File: src/design/plmc_regs.svh
/*
 * Register offsets, field positions, reset values and timing constants
 * for the LED and miscellaneous PHY configuration bank.
 * Assumes a 20 MHz system clock and a 32-bit Avalon-MM word bus.
 */
`ifndef PLMC_REGS_SVH
`define PLMC_REGS_SVH

// register indices; byte address is four times the index
`define PLMC_LED_IDX 6'h19
`define PLMC_BLINK_IDX 6'h1a
`define PLMC_MISC_IDX 6'h1e
`define PLMC_STS_IDX 6'h20
`define PLMC_MASK_IDX 6'h21

`define PLMC_LED_RST 16'h4444
`define PLMC_BLINK_RST 16'h0002
`define PLMC_MISC_RST 16'h0012
`define PLMC_LED_WMASK 16'h7777
`define PLMC_BLINK_WMASK 16'h0007
`define PLMC_MISC_WMASK 16'hfff8

// per-led nibble: led n at bit 4*n, aux led is n = 3
`define PLMC_LED_EN_OFS 0
`define PLMC_LED_VAL_OFS 1
`define PLMC_LED_POL_OFS 2

`define PLMC_BYPASS_BIT 2
`define PLMC_RATE_LSB 0

`define PLMC_QNEG_EN_BIT 14
`define PLMC_QNEG_SEL_LSB 12
`define PLMC_PD_FD_BIT 11
`define PLMC_RST_STS_BIT 10
`define PLMC_ROBUST_BIT 9
`define PLMC_QXOVER_BIT 8
`define PLMC_INT_OE_BIT 7
`define PLMC_FORCE_INT_BIT 6
`define PLMC_GIG_NEG_BIT 3
`define PLMC_FAIL_BIT 2
`define PLMC_DONE_BIT 1
`define PLMC_LAUNCH_BIT 0

`define PLMC_EV_DONE 0
`define PLMC_EV_FAIL 1

`define PLMC_CLK_NS 50
`define PLMC_MS_NS 1000000
`define PLMC_BLINK0_MS 50
`define PLMC_BLINK1_MS 100
`define PLMC_BLINK2_MS 200
`define PLMC_BLINK3_MS 500
`define PLMC_STRETCH_MS 50

`endif

File: src/design/plmc_pkg.sv
/*
 * Types for the LED and miscellaneous PHY configuration bank.
 * Assumes plmc_regs.svh supplies all numeric constants.
 */
package plmc_pkg;

   typedef enum logic {TEST_IDLE, TEST_RUN} plmc_test_e;

   typedef struct packed {
      logic quick_neg_en;
      logic [1:0] quick_neg_sel;
      logic pd_full_duplex;
      logic robust_xover;
      logic quick_xover;
      logic gig_forced_neg;
   } plmc_cfg_s;

   typedef struct packed {
      logic [15:0] led_reg;
      logic [15:0] blink_reg;
      logic [15:0] misc_reg;
      logic [1:0] sts_reg;
      logic [1:0] mask_reg;
      logic ack;
      logic [15:0] rdata;
      logic [15:0] div;
      logic [8:0] blink_ms;
      logic phase;
      logic [3:0][5:0] stretch;
      logic [3:0] leds;
      logic pad_meta;
      logic pad_sync;
      plmc_test_e test;
      logic start_pulse;
      logic clr_pulse;
   } plmc_state_s;

endpackage

File: src/design/plmc_top.sv
/*
 * LED polarity/force/blink control and miscellaneous PHY configuration
 * registers behind an Avalon-MM slave with waitrequest, plus cable-test
 * handshake and the shared interrupt/power-down pad.
 * Assumes led_event, led_blink_req, phy_irq, restart_pulse and the
 * cable-test inputs come from logic on sys_clk; the pad input is async.
 */
`timescale 1ns/1ps
`include "plmc_regs.svh"

// Operation
// - per-led polarity bit, default active high
// - aux led forced to bit 13 when bit 12
// - led2 forced to bit 9 when bit 8
// - led1 forced to bit 5 when bit 4
// - led0 forced to bit 1 when bit 0
// - blink field picks 50/100/200/500 ms period
// - stretch bypass makes leds follow events
// - quick negotiation timer select when enabled
// - parallel detect declares full duplex
// - clear phy status on restart when enabled
// - robust crossover resolution enable
// - quick crossover mode enable
// - pad is power-down input or interrupt output
// - force bit asserts interrupt pad
// - manual 1G plus bit 3 runs negotiation
module plmc_top #(
   parameter int MS_CYCLES = `PLMC_MS_NS / `PLMC_CLK_NS
) (
   input wire logic sys_clk,
   input wire logic rstn,
   input wire logic [7:0] avs_address,
   input wire logic avs_read,
   input wire logic avs_write,
   input wire logic [31:0] avs_writedata,
   input wire logic [3:0] avs_byteenable,
   output logic [31:0] avs_readdata,
   output logic avs_waitrequest,
   input wire logic [3:0] led_event,
   input wire logic [3:0] led_blink_req,
   output logic [3:0] led_pin,
   input wire logic manual_speed_1g,
   input wire logic restart_pulse,
   input wire logic phy_irq,
   input wire logic cable_test_done_in,
   input wire logic cable_test_fail_in,
   input wire logic irq_powerdown_pad_in,
   output logic irq_powerdown_pad_out,
   output logic irq_powerdown_pad_oe_n,
   output logic powerdown_req,
   output plmc_pkg::plmc_cfg_s cfg,
   output logic cable_test_start,
   output logic status_clear,
   output logic irq
);

   localparam plmc_pkg::plmc_state_s S_RST = '{
      led_reg: `PLMC_LED_RST,
      blink_reg: `PLMC_BLINK_RST,
      misc_reg: `PLMC_MISC_RST,
      sts_reg: 2'h0,
      mask_reg: 2'h0,
      ack: 1'b0,
      rdata: 16'h0000,
      div: 16'h0000,
      blink_ms: 9'h000,
      phase: 1'b0,
      stretch: 24'h00_0000,
      leds: 4'h0,
      pad_meta: 1'b1,
      pad_sync: 1'b1,
      test: plmc_pkg::TEST_IDLE,
      start_pulse: 1'b0,
      clr_pulse: 1'b0
   };

   plmc_pkg::plmc_state_s s_reg;
   plmc_pkg::plmc_state_s s_next;

   function automatic logic hit(input logic [7:0] addr, input logic [5:0] idx);
      return (addr[7:2] == idx) && (addr[1:0] == 2'h0);
   endfunction

   function automatic logic [15:0] merge(input logic [15:0] old,
                                         input logic [15:0] wd,
                                         input logic [1:0] be,
                                         input logic [15:0] wmask);
      logic [15:0] bm;
      bm = {{8{be[1]}}, {8{be[0]}}} & wmask;
      return (old & ~bm) | (wd & bm);
   endfunction

   // half of the blink period, in ms
   function automatic logic [8:0] half_ms(input logic [1:0] rate);
      logic [8:0] h;
      unique case (rate)
         2'h0: h = 9'(`PLMC_BLINK0_MS / 2);
         2'h1: h = 9'(`PLMC_BLINK1_MS / 2);
         2'h2: h = 9'(`PLMC_BLINK2_MS / 2);
         2'h3: h = 9'(`PLMC_BLINK3_MS / 2);
      endcase
      return h;
   endfunction

   logic req;
   logic wr;
   logic tick;
   logic [8:0] half;
   logic bypass;
   logic launch;
   logic [1:0] ev;

   assign req = avs_read | avs_write;
   assign wr = avs_write & s_reg.ack;
   assign tick = s_reg.div == 16'(MS_CYCLES - 1);
   assign half = half_ms(s_reg.blink_reg[`PLMC_RATE_LSB +: 2]);
   assign bypass = s_reg.blink_reg[`PLMC_BYPASS_BIT];
   assign launch = wr && hit(avs_address, `PLMC_MISC_IDX) && avs_byteenable[0]
                   && avs_writedata[`PLMC_LAUNCH_BIT];

   always_comb begin
      logic normal;
      logic lvl;
      logic [3:0] nib;
      normal = 1'b0;
      lvl = 1'b0;
      nib = 4'h0;
      s_next = s_reg;
      ev = 2'h0;
      s_next.start_pulse = 1'b0;

      // bus answer one cycle after the request
      s_next.ack = req & ~s_reg.ack;
      if (avs_read && !s_reg.ack) begin
         if (hit(avs_address, `PLMC_LED_IDX)) begin
            s_next.rdata = s_reg.led_reg;
         end else if (hit(avs_address, `PLMC_BLINK_IDX)) begin
            s_next.rdata = s_reg.blink_reg;
         end else if (hit(avs_address, `PLMC_MISC_IDX)) begin
            s_next.rdata = s_reg.misc_reg;
         end else if (hit(avs_address, `PLMC_STS_IDX)) begin
            s_next.rdata = {14'h0000, s_reg.sts_reg};
         end else if (hit(avs_address, `PLMC_MASK_IDX)) begin
            s_next.rdata = {14'h0000, s_reg.mask_reg};
         end else begin
            s_next.rdata = 16'h0000;
         end
      end

      if (wr) begin
         if (hit(avs_address, `PLMC_LED_IDX)) begin
            s_next.led_reg = merge(s_reg.led_reg, avs_writedata[15:0],
                                   avs_byteenable[1:0], `PLMC_LED_WMASK);
         end
         if (hit(avs_address, `PLMC_BLINK_IDX)) begin
            s_next.blink_reg = merge(s_reg.blink_reg, avs_writedata[15:0],
                                     avs_byteenable[1:0], `PLMC_BLINK_WMASK);
         end
         if (hit(avs_address, `PLMC_MISC_IDX)) begin
            s_next.misc_reg = merge(s_reg.misc_reg, avs_writedata[15:0],
                                    avs_byteenable[1:0], `PLMC_MISC_WMASK);
         end
         if (hit(avs_address, `PLMC_MASK_IDX) && avs_byteenable[0]) begin
            s_next.mask_reg = avs_writedata[1:0];
         end
      end

      unique case (s_reg.test)
         plmc_pkg::TEST_IDLE: begin
            if (launch) begin
               s_next.test = plmc_pkg::TEST_RUN;
               s_next.start_pulse = 1'b1;
               s_next.misc_reg[`PLMC_LAUNCH_BIT] = 1'b1;
               s_next.misc_reg[`PLMC_DONE_BIT] = 1'b0;
               s_next.misc_reg[`PLMC_FAIL_BIT] = 1'b0;
            end
         end
         plmc_pkg::TEST_RUN: begin
            if (cable_test_done_in) begin
               s_next.test = plmc_pkg::TEST_IDLE;
               s_next.misc_reg[`PLMC_LAUNCH_BIT] = 1'b0;
               s_next.misc_reg[`PLMC_DONE_BIT] = 1'b1;
               s_next.misc_reg[`PLMC_FAIL_BIT] = cable_test_fail_in;
               ev[`PLMC_EV_DONE] = 1'b1;
               ev[`PLMC_EV_FAIL] = cable_test_fail_in;
            end
         end
      endcase

      // sticky events, set wins over write-one-clear
      s_next.sts_reg = s_reg.sts_reg | ev;
      if (wr && hit(avs_address, `PLMC_STS_IDX) && avs_byteenable[0]) begin
         s_next.sts_reg = (s_reg.sts_reg & ~avs_writedata[1:0]) | ev;
      end

      s_next.clr_pulse = restart_pulse & s_reg.misc_reg[`PLMC_RST_STS_BIT];

      s_next.div = tick ? 16'h0000 : 16'(s_reg.div + 16'h0001);

      if (tick) begin
         if (s_reg.blink_ms >= half - 9'h001) begin
            s_next.blink_ms = 9'h000;
            s_next.phase = ~s_reg.phase;
         end else begin
            s_next.blink_ms = 9'(s_reg.blink_ms + 9'h001);
         end
      end

      for (int i = 0; i < 4; i++) begin
         nib = s_reg.led_reg[4*i +: 4];
         if (led_event[i]) begin
            s_next.stretch[i] = 6'(`PLMC_STRETCH_MS);
         end else if (tick && s_reg.stretch[i] != 6'h00) begin
            s_next.stretch[i] = 6'(s_reg.stretch[i] - 6'h01);
         end
         normal = bypass ? led_event[i] : (led_event[i] | (s_reg.stretch[i] != 6'h00));
         lvl = led_blink_req[i] ? (normal & s_reg.phase) : normal;
         if (nib[`PLMC_LED_EN_OFS]) begin
            lvl = nib[`PLMC_LED_VAL_OFS];
         end
         s_next.leds[i] = nib[`PLMC_LED_POL_OFS] ? lvl : ~lvl;
      end

      s_next.pad_meta = irq_powerdown_pad_in;
      s_next.pad_sync = s_reg.pad_meta;
   end

   always_ff @(posedge sys_clk or negedge rstn) begin
      if (!rstn) begin
         s_reg <= S_RST;
      end else begin
         s_reg <= s_next;
      end
   end

   assign avs_waitrequest = req & ~s_reg.ack;
   assign avs_readdata = {16'h0000, s_reg.rdata};
   assign led_pin = s_reg.leds;
   assign cable_test_start = s_reg.start_pulse;
   assign status_clear = s_reg.clr_pulse;
   assign irq = |(s_reg.sts_reg & s_reg.mask_reg);

   assign cfg.quick_neg_en = s_reg.misc_reg[`PLMC_QNEG_EN_BIT];
   assign cfg.quick_neg_sel = s_reg.misc_reg[`PLMC_QNEG_SEL_LSB +: 2];
   assign cfg.pd_full_duplex = s_reg.misc_reg[`PLMC_PD_FD_BIT];
   assign cfg.robust_xover = s_reg.misc_reg[`PLMC_ROBUST_BIT];
   assign cfg.quick_xover = s_reg.misc_reg[`PLMC_QXOVER_BIT];
   assign cfg.gig_forced_neg = manual_speed_1g & s_reg.misc_reg[`PLMC_GIG_NEG_BIT];

   assign irq_powerdown_pad_oe_n = ~(s_reg.misc_reg[`PLMC_INT_OE_BIT]
                                     | s_reg.misc_reg[`PLMC_FORCE_INT_BIT]);
   assign irq_powerdown_pad_out = ~(s_reg.misc_reg[`PLMC_FORCE_INT_BIT] | phy_irq | irq);
   assign powerdown_req = ~s_reg.misc_reg[`PLMC_INT_OE_BIT] & ~s_reg.pad_sync;
endmodule

File: config.mk
export PLATFORM = sky130hd
export DESIGN_NAME = plmc_top
export DESIGN_NICKNAME = d
export VERILOG_FILES = /design/src/design/plmc_pkg.sv /design/src/design/plmc_top.sv
export VERILOG_INCLUDE_DIRS = /design/src /design/src/design
export SDC_FILE = /design/constraint.sdc
export NUM_CORES = 1
export LEC_CHECK = 0
export ABC_CLOCK_PERIOD_IN_PS = 2800
export BUFFER_PORTS_ARGS = -buffer_cell sky130_fd_sc_hd__buf_2
export CORE_MARGIN = 3
export CORE_UTILIZATION = 50
export DETAILED_ROUTE_END_ITERATION = 12
export PLACE_DENSITY = 0.77
export SETUP_SLACK_MARGIN = 0.15
export SYNTH_ARGS = -nofsm -noshare
export SYNTH_HDL_FRONTEND = slang
export SYNTH_SLANG_ARGS = --single-unit
File: constraint.sdc
create_clock -name sys_clk -period 2.8 [get_ports sys_clk]
set_clock_uncertainty 0.1 [all_clocks]
set_input_delay 0.14 -clock sys_clk [delete_from_list [all_inputs] [get_ports sys_clk]]
set_output_delay 0.14 -clock sys_clk [all_outputs]
set_load 0.01 [all_outputs]
After elaboration in Yosys (flattened, before gate mapping)
Index checks and enable logic that the tools add are counted.
W data, S select, Z words.
{"block": "word_totals", "out_inout_bits": 50, "memories": 0, "mem_bits_ro": 0, "ff_bits": 128, "latchBits": 0, "ramBits": 0, "elab_cells": 160}
{"block": "op_classes", "addsub": 7, "div_mod_pow": 0, "shift": 0, "bitwise_logic": 45, "n_mux": 44, "magnitude_cmp": 1, "reduce_logical": 33, "n_mul": 0, "n_eq_ne": 9}
{"op": "$and A16 B16 Y16", "n": 4}
{"op": "$mux W16", "n": 4}
{"op": "$mux W6", "n": 8}
{"op": "$or A16 B16 Y16", "n": 3}
{"op": "$pmux W9 S4", "n": 1}
{"op": "$reduce_bool A6 Y1", "n": 4}
{"op": "$sub A6 B1 Y6 const B", "n": 4}
{"op": "$eq A6 B5 Y1 const B", "n": 3}
{"op": "$mux W1", "n": 18}
{"op": "$add A16 B1 Y16 const B", "n": 1}
{"op": "$and A16 B15 Y16", "n": 1}
{"op": "$and A16 B3 Y16", "n": 1}
{"op": "$eq A16 B15 Y1 const B", "n": 1}
{"op": "$logic_and A1 B1 Y1", "n": 16}
{"op": "$not A15 Y16", "n": 1}
{"op": "$not A16 Y16", "n": 1}
{"op": "$not A3 Y16", "n": 1}
{"op": "$eq A6 B6 Y1 const B", "n": 2}
{"op": "$mux W2", "n": 6}
{"op": "$mux W3", "n": 4}
{"op": "$not A1 Y1", "n": 11}
{"op": "$reduce_and A2 Y1", "n": 5}
{"op": "$add A9 B1 Y9 const B", "n": 1}
{"op": "$and A1 B1 Y1", "n": 9}
{"op": "other kinds (15)", "n": 29}

Longest topological paths before layout
Gate-level depths: netlist of the first run.
{"block": "depth", "ltp_word": 8, "ltp_mapped": 9}

Worst setup path after synthesis of the first run
Ideal clock, no wire load.
{"block": "synth_path", "kind": "register to register", "start": "reg with a tool-made name", "end": "reg s_reg[39] (netlist bit)", "period_less_slack_ns": 2.784, "arrival_ns": 2.588, "path_stages_with_launch": 9, "slack_ns": 0.016, "setup_time_ns": 0.096, "cell_sequence": "dfstp_2 ha_1 nor2_1 ha_1 a21o_1 a221o_1 a221oi_2 nand2_1 o31ai_1"}
{"element": "to (signal assigned)", "line": "plmc_top.sv:232", "text": "s_reg <= s_next;"}
{"element": "to (decl)", "line": "plmc_top.sv:77", "text": "plmc_pkg::plmc_state_s s_reg;"}

==> results of run 1 <==
logic make-up after synthesis:
logic type	count (synthesis)	share of synthesized area, %
muxes	30	5.823
and+or+nand+nor	201	18.17
AOI/OAI and AO/OA	67	8.528
buffers and inverters	74	7.699
adders and majority gates	24	5.234
other	2	0.1309
xor gates and xnor gates	38	5.802
DFF	111	48.62
tightest hold or removal path: cells and delay by family:
| kind | cells | cell delay, ns |
|---|---|---|
| buf+inv | 1 | 0.12 |
| simple gates | 2 | 0.16 |
metal layers:
metal  up-vias  share of wire (%)  global-route usage, %
met5         -                  0                      0
met3        12                4.6                  3.743
met2       104                 50                  32.94
met1      2058                 44                  24.33
li1       2037                  -                      -
met4         0                1.1                  4.006
cell usage in the layout (no fill, tap or decap), types with 12 or more instances in the layout:
cell type,n
dfrtp_1,101
buf_2,76
nor2_1,61
nand3_1,32
nand2_1,30
mux2_2,27
dlygate4sd3_1,26
ha_1,20
inv_1,19
xnor2_1,19
xor2_1,19
conb_1,17
nor2b_1,15
buf_4,13
nand2b_1,12
through the flow:
step                hold slack (ns)  utilization (%)  cell area (µm²)  cells
floorplan                   -0.2556                -             5807    562
finish                      0.02578            61.68             6804    783
global route                0.04889            61.68             6804    783
CTS                         0.01329            60.83             6710    779
global placement            0.09587            55.18             6087    735
detailed placement           0.1116            55.18             6087    735
synthesized netlist by cell type (2+ instances only):
master,count
nor2_1,62
and4_1,4
nor4_4,2
a22o_1,5
xnor2_1,19
o2bb2ai_1,2
a21oi_1,7
ha_1,24
inv_1,21
a31oi_1,7
o31ai_1,10
conb_1,2
or3_1,2
o21ai_0,11
a221oi_1,10
nand4_1,11
buf_4,42
nor2b_1,15
dfstp_2,9
nor3_1,11
mux2i_1,3
nand2b_1,12
a21o_1,3
and3_1,5
nand3_1,32
and2_1,2
clkbuf_1,5
dfrtp_1,102
mux2_2,27
and3b_1,2
nand2_1,31
buf_2,5
nor4_1,2
xor2_1,19
a211o_1,4
repair_timing:
| action | in CTS | in global routing |
|---|---|---|
| hold buffers | 26 | 0 |
| hold endpoints to repair | 99 | 0 |
| buffers inserted | 2 | 4 |
| resized for setup | 5 | 15 |
| setup endpoints to repair | 7 | 10 |
| pin swaps | 4 | 3 |
worst paths after layout:
check | from | to | slack [ns]
worst min-delay path | avs_write | s_reg[75]$_DFF_PN0_ | 0.03
worst min register to register | s_next[3]$_DFF_PN1_ | s_reg[3]$_DFF_PN1_ | 0.26
worst max register to register | flip-flop | s_reg[36]$_DFFE_PN0P_ | 0.13
min in group asynchronous | rstn | async pin | 0.27
worst max-delay path | flip-flop | s_reg[36]$_DFFE_PN0P_ | 0.13
max in group asynchronous | rstn | async pin | 1.53
layout make-up:
cell class	count	area, µm²	share of cell area (%)
multi-input cells	377	2659	39.08
repair buffers	118	780.7	11.47
clock buffers	10	239.0	3.512
flip-flops and latches	111	2790	41.01
well taps	140	175.2	2.574
inverters	21	78.83	1.159
clock inverters	6	81.33	1.195
power groups by stage:
stage / clock (mW) / combinational [mW] / sequential, mW
final: 1.36 / 0.272 / 1.67
after global routing: 1.46 / 0.302 / 1.67
after CTS: 1.38 / 0.271 / 1.67
after detailed placement: 0 / 0.240 / 1.70
after global placement: 0 / 0.233 / 1.70
after floorplan: 0 / 0.169 / 1.69
==> impl_metrics.tcl, run 1 <==
set metrics [dict create \
    power.density_nw_per_um2 485.2 \
    ir_drop_v 0.0003398 \
    max_slew_margin_pct 38.11 \
    ff2ff_path_depth 9 \
    critPathMaxFanout 7 \
    ios 112 \
    seq_power_share_pct 50.5 \
    internal-power_mw 2.506 \
    start_util_pct 52.01 \
    hold_viol 0 \
    rows 38 \
    start_kind "flip-flop" \
    clock_path_buffers 2 \
    drt_iter0_markers 289 \
    insertion_delay_ns 0.35 \
    period_share_pct 95.45 \
    yosysWarnings 0 \
    wl_per_cell_um 15.09 \
    avgSynthCellArea_um2 10.49 \
    die_area_um2 12800 \
    cp.depth 9 \
    hpwl_um 8342 \
    drive_gt1_share_pct 25.66 \
    grt-ovfl-total 0 \
    drc_errors 0 \
    place.gp.congestion 0.8088 \
    ant_nets 0 \
    portBuffers 77 \
    dr.pass1.iters 4 \
    synth_top_area_share_pct 44.49 \
    ys_seq_elements 111 \
    worstPathArrival_ns 2.83 \
    vias 4211 \
    whs_path_depth 3 \
    grt_pass1_vias 4233 \
    synth_top_flop_cell "dfrtp_1" \
    grt_max_degree 63 \
    critical_path_required_ns 2.95 \
    nets 724 \
    power_frac_comb_pct 8.2 \
    drv_slew 0 \
    area_growth_pct 18.60 \
    finalSetupTns_ns 0 \
    endpoint_kind "flip-flop" \
    dieWidth_um 113.1 \
    wl_um 11810 \
    worstMarginPinSlew_ns 0.9265 \
    via_per_inst 5.378 \
    grt_pass1_wl_um 19860 \
    netlist_area_um2 5737 \
    critPathBufInv 1 \
    dieHeight_um 113.1 \
    core-area_um2 11030 \
    ctsRootBufferMaster "clkbuf_16" \
    synth-edff-count 0 \
    hold_path_class "primary input to flip-flop" \
    rsz0062_at_grt "true" \
    synth_area_leader_cell "dfrtp_1" \
    numCtsBuffers 9 \
    switching_share_pct 24.08 \
    p_clk_share_pct 41.2 \
    path_class "flip-flop to flip-flop" \
    fillers 834 \
    synthArstFlopShare_pct 100.0 \
    n_antenna_cell 0 \
    synth_area_leaders "dfrtp_1, buf_4, mux2_2" \
    crit_family "compound AO/OA/AOI/OAI gates" \
    max_freq_ghz 0.3742 \
    clk_pin_slew_ns 0.08 \
    status "finished, final reports clean" \
    cts-htree-levels 3 \
    cts_tree "yes" \
    path_cells "buf_4, ha_4, nor2_4, ha_4, a21o_1, a221o_1, a221oi_4, nand2_4, o31ai_4" \
    synth.distinct_cells 52 \
    setup_viol 0 \
    cp_slowest_cell "dfstp_2" \
    antenna_found_initial 0 \
    synthCells 547 \
    cap_violations 0 \
    fin_ws_ns 0.1273 \
    dpl_worst_slack_ns 0.09799 \
    post-route-min-period_ns 2.673 \
    clock-sinks 111 \
    finalPower_mw 3.301 \
    grt_util_all_layers_pct 18.82 \
    power_switching_mw 0.7948 \
    cpPeakStageDelay_ns 0.63 \
    leakage_nw 3.221 \
    seq_area_frac_synth_pct 48.62 \
    worst_path_most_repeated_cell "ha_4" \
]
Note: power is estimated with default switching activity, not from simulation.
==> run 2: changes to the inputs <==
--- a/config.mk
+++ b/config.mk
@@ -9,9 +9,10 @@
 export ABC_CLOCK_PERIOD_IN_PS = 2800
 export BUFFER_PORTS_ARGS = -buffer_cell sky130_fd_sc_hd__buf_2
 export CORE_MARGIN = 3
-export CORE_UTILIZATION = 50
+export CORE_UTILIZATION = 52
+export CTS_BUF_LIST = sky130_fd_sc_hd__clkbuf_2 sky130_fd_sc_hd__clkbuf_4 sky130_fd_sc_hd__clkbuf_8
 export DETAILED_ROUTE_END_ITERATION = 12
-export PLACE_DENSITY = 0.77
+export PLACE_DENSITY = 0.8
 export SETUP_SLACK_MARGIN = 0.15
 export SYNTH_ARGS = -nofsm -noshare
 export SYNTH_HDL_FRONTEND = slang
==> impl_metrics.tcl, run 2 (synthesized netlist as in run 1, its figures left out) <==
set metrics [dict create \
    portBuffers 77 \
    ir_drop_v 0.0003703 \
    cap_violations 0 \
    hold_path_class "primary input to flip-flop" \
    area_growth_pct 17.45 \
    power.density_nw_per_um2 435.2 \
    grt_max_degree 57 \
    wl_um 12090 \
    setup_viol 0 \
    final_common_cell "dfrtp_1" \
    clk_pin_slew_ns 0.11 \
    grt_pass1_wl_um 20270 \
    period_share_pct 96.70 \
    numCtsBuffers 9 \
    drc_errors 0 \
    start_kind "flip-flop" \
    worstPathArrival_ns 2.89 \
    critical_path_required_ns 2.99 \
    drv_slew 0 \
    cts_tree "yes" \
    place.gp.congestion 0.7983 \
    critPathMaxFanout 7 \
    core-area_um2 10510 \
    grtUsageMet1_pct 24.89 \
    max_freq_ghz 0.3693 \
    dieWidth_um 111.0 \
    finalPower_mw 2.932 \
    dieHeight_um 111.0 \
    hold_slack_ns 0.08848 \
    via_per_inst 5.464 \
    dpl_cell_area_um2 6085 \
    antenna_found_initial 0 \
    vias 4278 \
    busiest_layer "met2" \
    placedCellCount 733 \
    drt_iter0_markers 268 \
    dr.pass1.iters 4 \
    start_util_pct 54.59 \
    gr-usage-met2_pct 33.90 \
    endpoint_kind "flip-flop" \
    die_area_um2 12330 \
    max_slew_margin_pct 40.15 \
    ctsRootBufferMaster "clkbuf_8" \
    hpwl_um 8515 \
    path_class "flip-flop to flip-flop" \
    hold_viol 0 \
    grt_pass1_vias 4272 \
    final_cell_mix "dfrtp_1, buf_2, nor2_1" \
    grt-ovfl-total 0 \
    nets 728 \
    worst_path_most_repeated_cell "ha_4" \
    cpPeakStageDelay_ns 0.66 \
    n_antenna_cell 0 \
    ant_nets 0 \
    cts-htree-levels 3 \
    clock_path_buffers 2 \
    worstMarginPinSlew_ns 0.8959 \
    fillers 815 \
    rsz0062_at_grt "true" \
    drive_gt1_share_pct 26.28 \
    finalNonFillerCells 783 \
    insertion_delay_ns 0.38 \
    use_met3_pct 5.622 \
    cp_slowest_cell "dfstp_2" \
    grt_util_all_layers_pct 19.85 \
    clock-sinks 111 \
    final_cell_area_um2 6738 \
    leakage_nw 3.189 \
    path_cells "buf_6, ha_4, nor2_4, ha_4, a21o_1, a221o_1, a221oi_4, nand2_4, o31ai_2" \
    post-route-min-period_ns 2.708 \
    rows 37 \
    status "finished, final reports clean" \
    wl_per_cell_um 15.44 \
    ios 112 \
]
run 2: changes by cell type in the layout (fill, tap and decap cells not counted), sizes merged:
cell	before	now
inv	25	24
buf	92	94
dlygate4sd3	26	28
clkbuf	10	11
run 2: layer usage:
metal	share of wire [%]	wire length [µm]
met5	0	0
met3	6.0	725
met4	0.89	108
met2	51	6108
met1	43	5147
run 2: repair_timing:
| action | in CTS | in global routing |
|---|---|---|
| setup buffers | 2 | 4 |
| pin swaps | 1 | 6 |
| resized for setup | 0 | 25 |
| setup endpoints to repair | 3 | 9 |
| hold buffers | 28 | 0 |
| hold endpoints to repair | 110 | 0 |
| gates cloned | 0 | 0 |
run 2: report_power, final:
group	switching (mW)	total (mW)	internal [mW]
registers	0.0259	1.67	1.64
logic	0.156	0.277	0.121
clock network	0.540	0.985	0.446
total	0.722	2.93	2.21
run 2: through the flow:
step                      utilization, %  setup TNS (ns)  setup slack (ns)
after floorplan                        -               0            0.1620
final                              64.11               0           0.09244
after detailed placement           57.90               0            0.1617
after CTS                          62.64               0            0.1501
after global placement             57.90               0            0.2355
after global routing               64.11       -0.001050         -0.001050
run 2: final timing paths:
check                               startpoint                    end  slack, ns  cells past startpoint
max                                  flip-flop  s_reg[41]$_DFFE_PN0P_       0.09                      9
min                           led_blink_req[1]   led_pin[1]$_DFF_PN0_       0.09                      4
max reg2reg                          flip-flop  s_reg[41]$_DFFE_PN0P_       0.09                      9
min reg2reg                s_next[3]$_DFF_PN1_     s_reg[3]$_DFF_PN1_       0.27                      0
max in group asynchronous                 rstn  s_reg[11]$_DFFE_PN0P_       1.47                      3
min in group asynchronous                 rstn  s_reg[80]$_DFFE_PN0P_       0.24                      2
run 2: cell type report:
cell class / instances / area, µm² / area share (%)
clock buffer: 11 / 138.9 / 2.061
timing repair buffer: 122 / 810.8 / 12.03
tap: 136 / 170.2 / 2.526
multi-input combinational: 377 / 2686 / 39.87
inverter: 21 / 78.83 / 1.170
sequential: 111 / 2789 / 41.39
clock inverter: 5 / 63.81 / 0.9471
run 2: critical path, delay by kind of cell (launching register included):
| family | cells | cell delay [ns] |
|---|---|---|
| AOI/OAI and AO/OA | 4 | 1.20 |
| DFF | 1 | 0.66 |
| adders and majority gates | 2 | 0.34 |
| and+or+nand+nor | 2 | 0.19 |
| buffers and inverters | 1 | 0.13 |
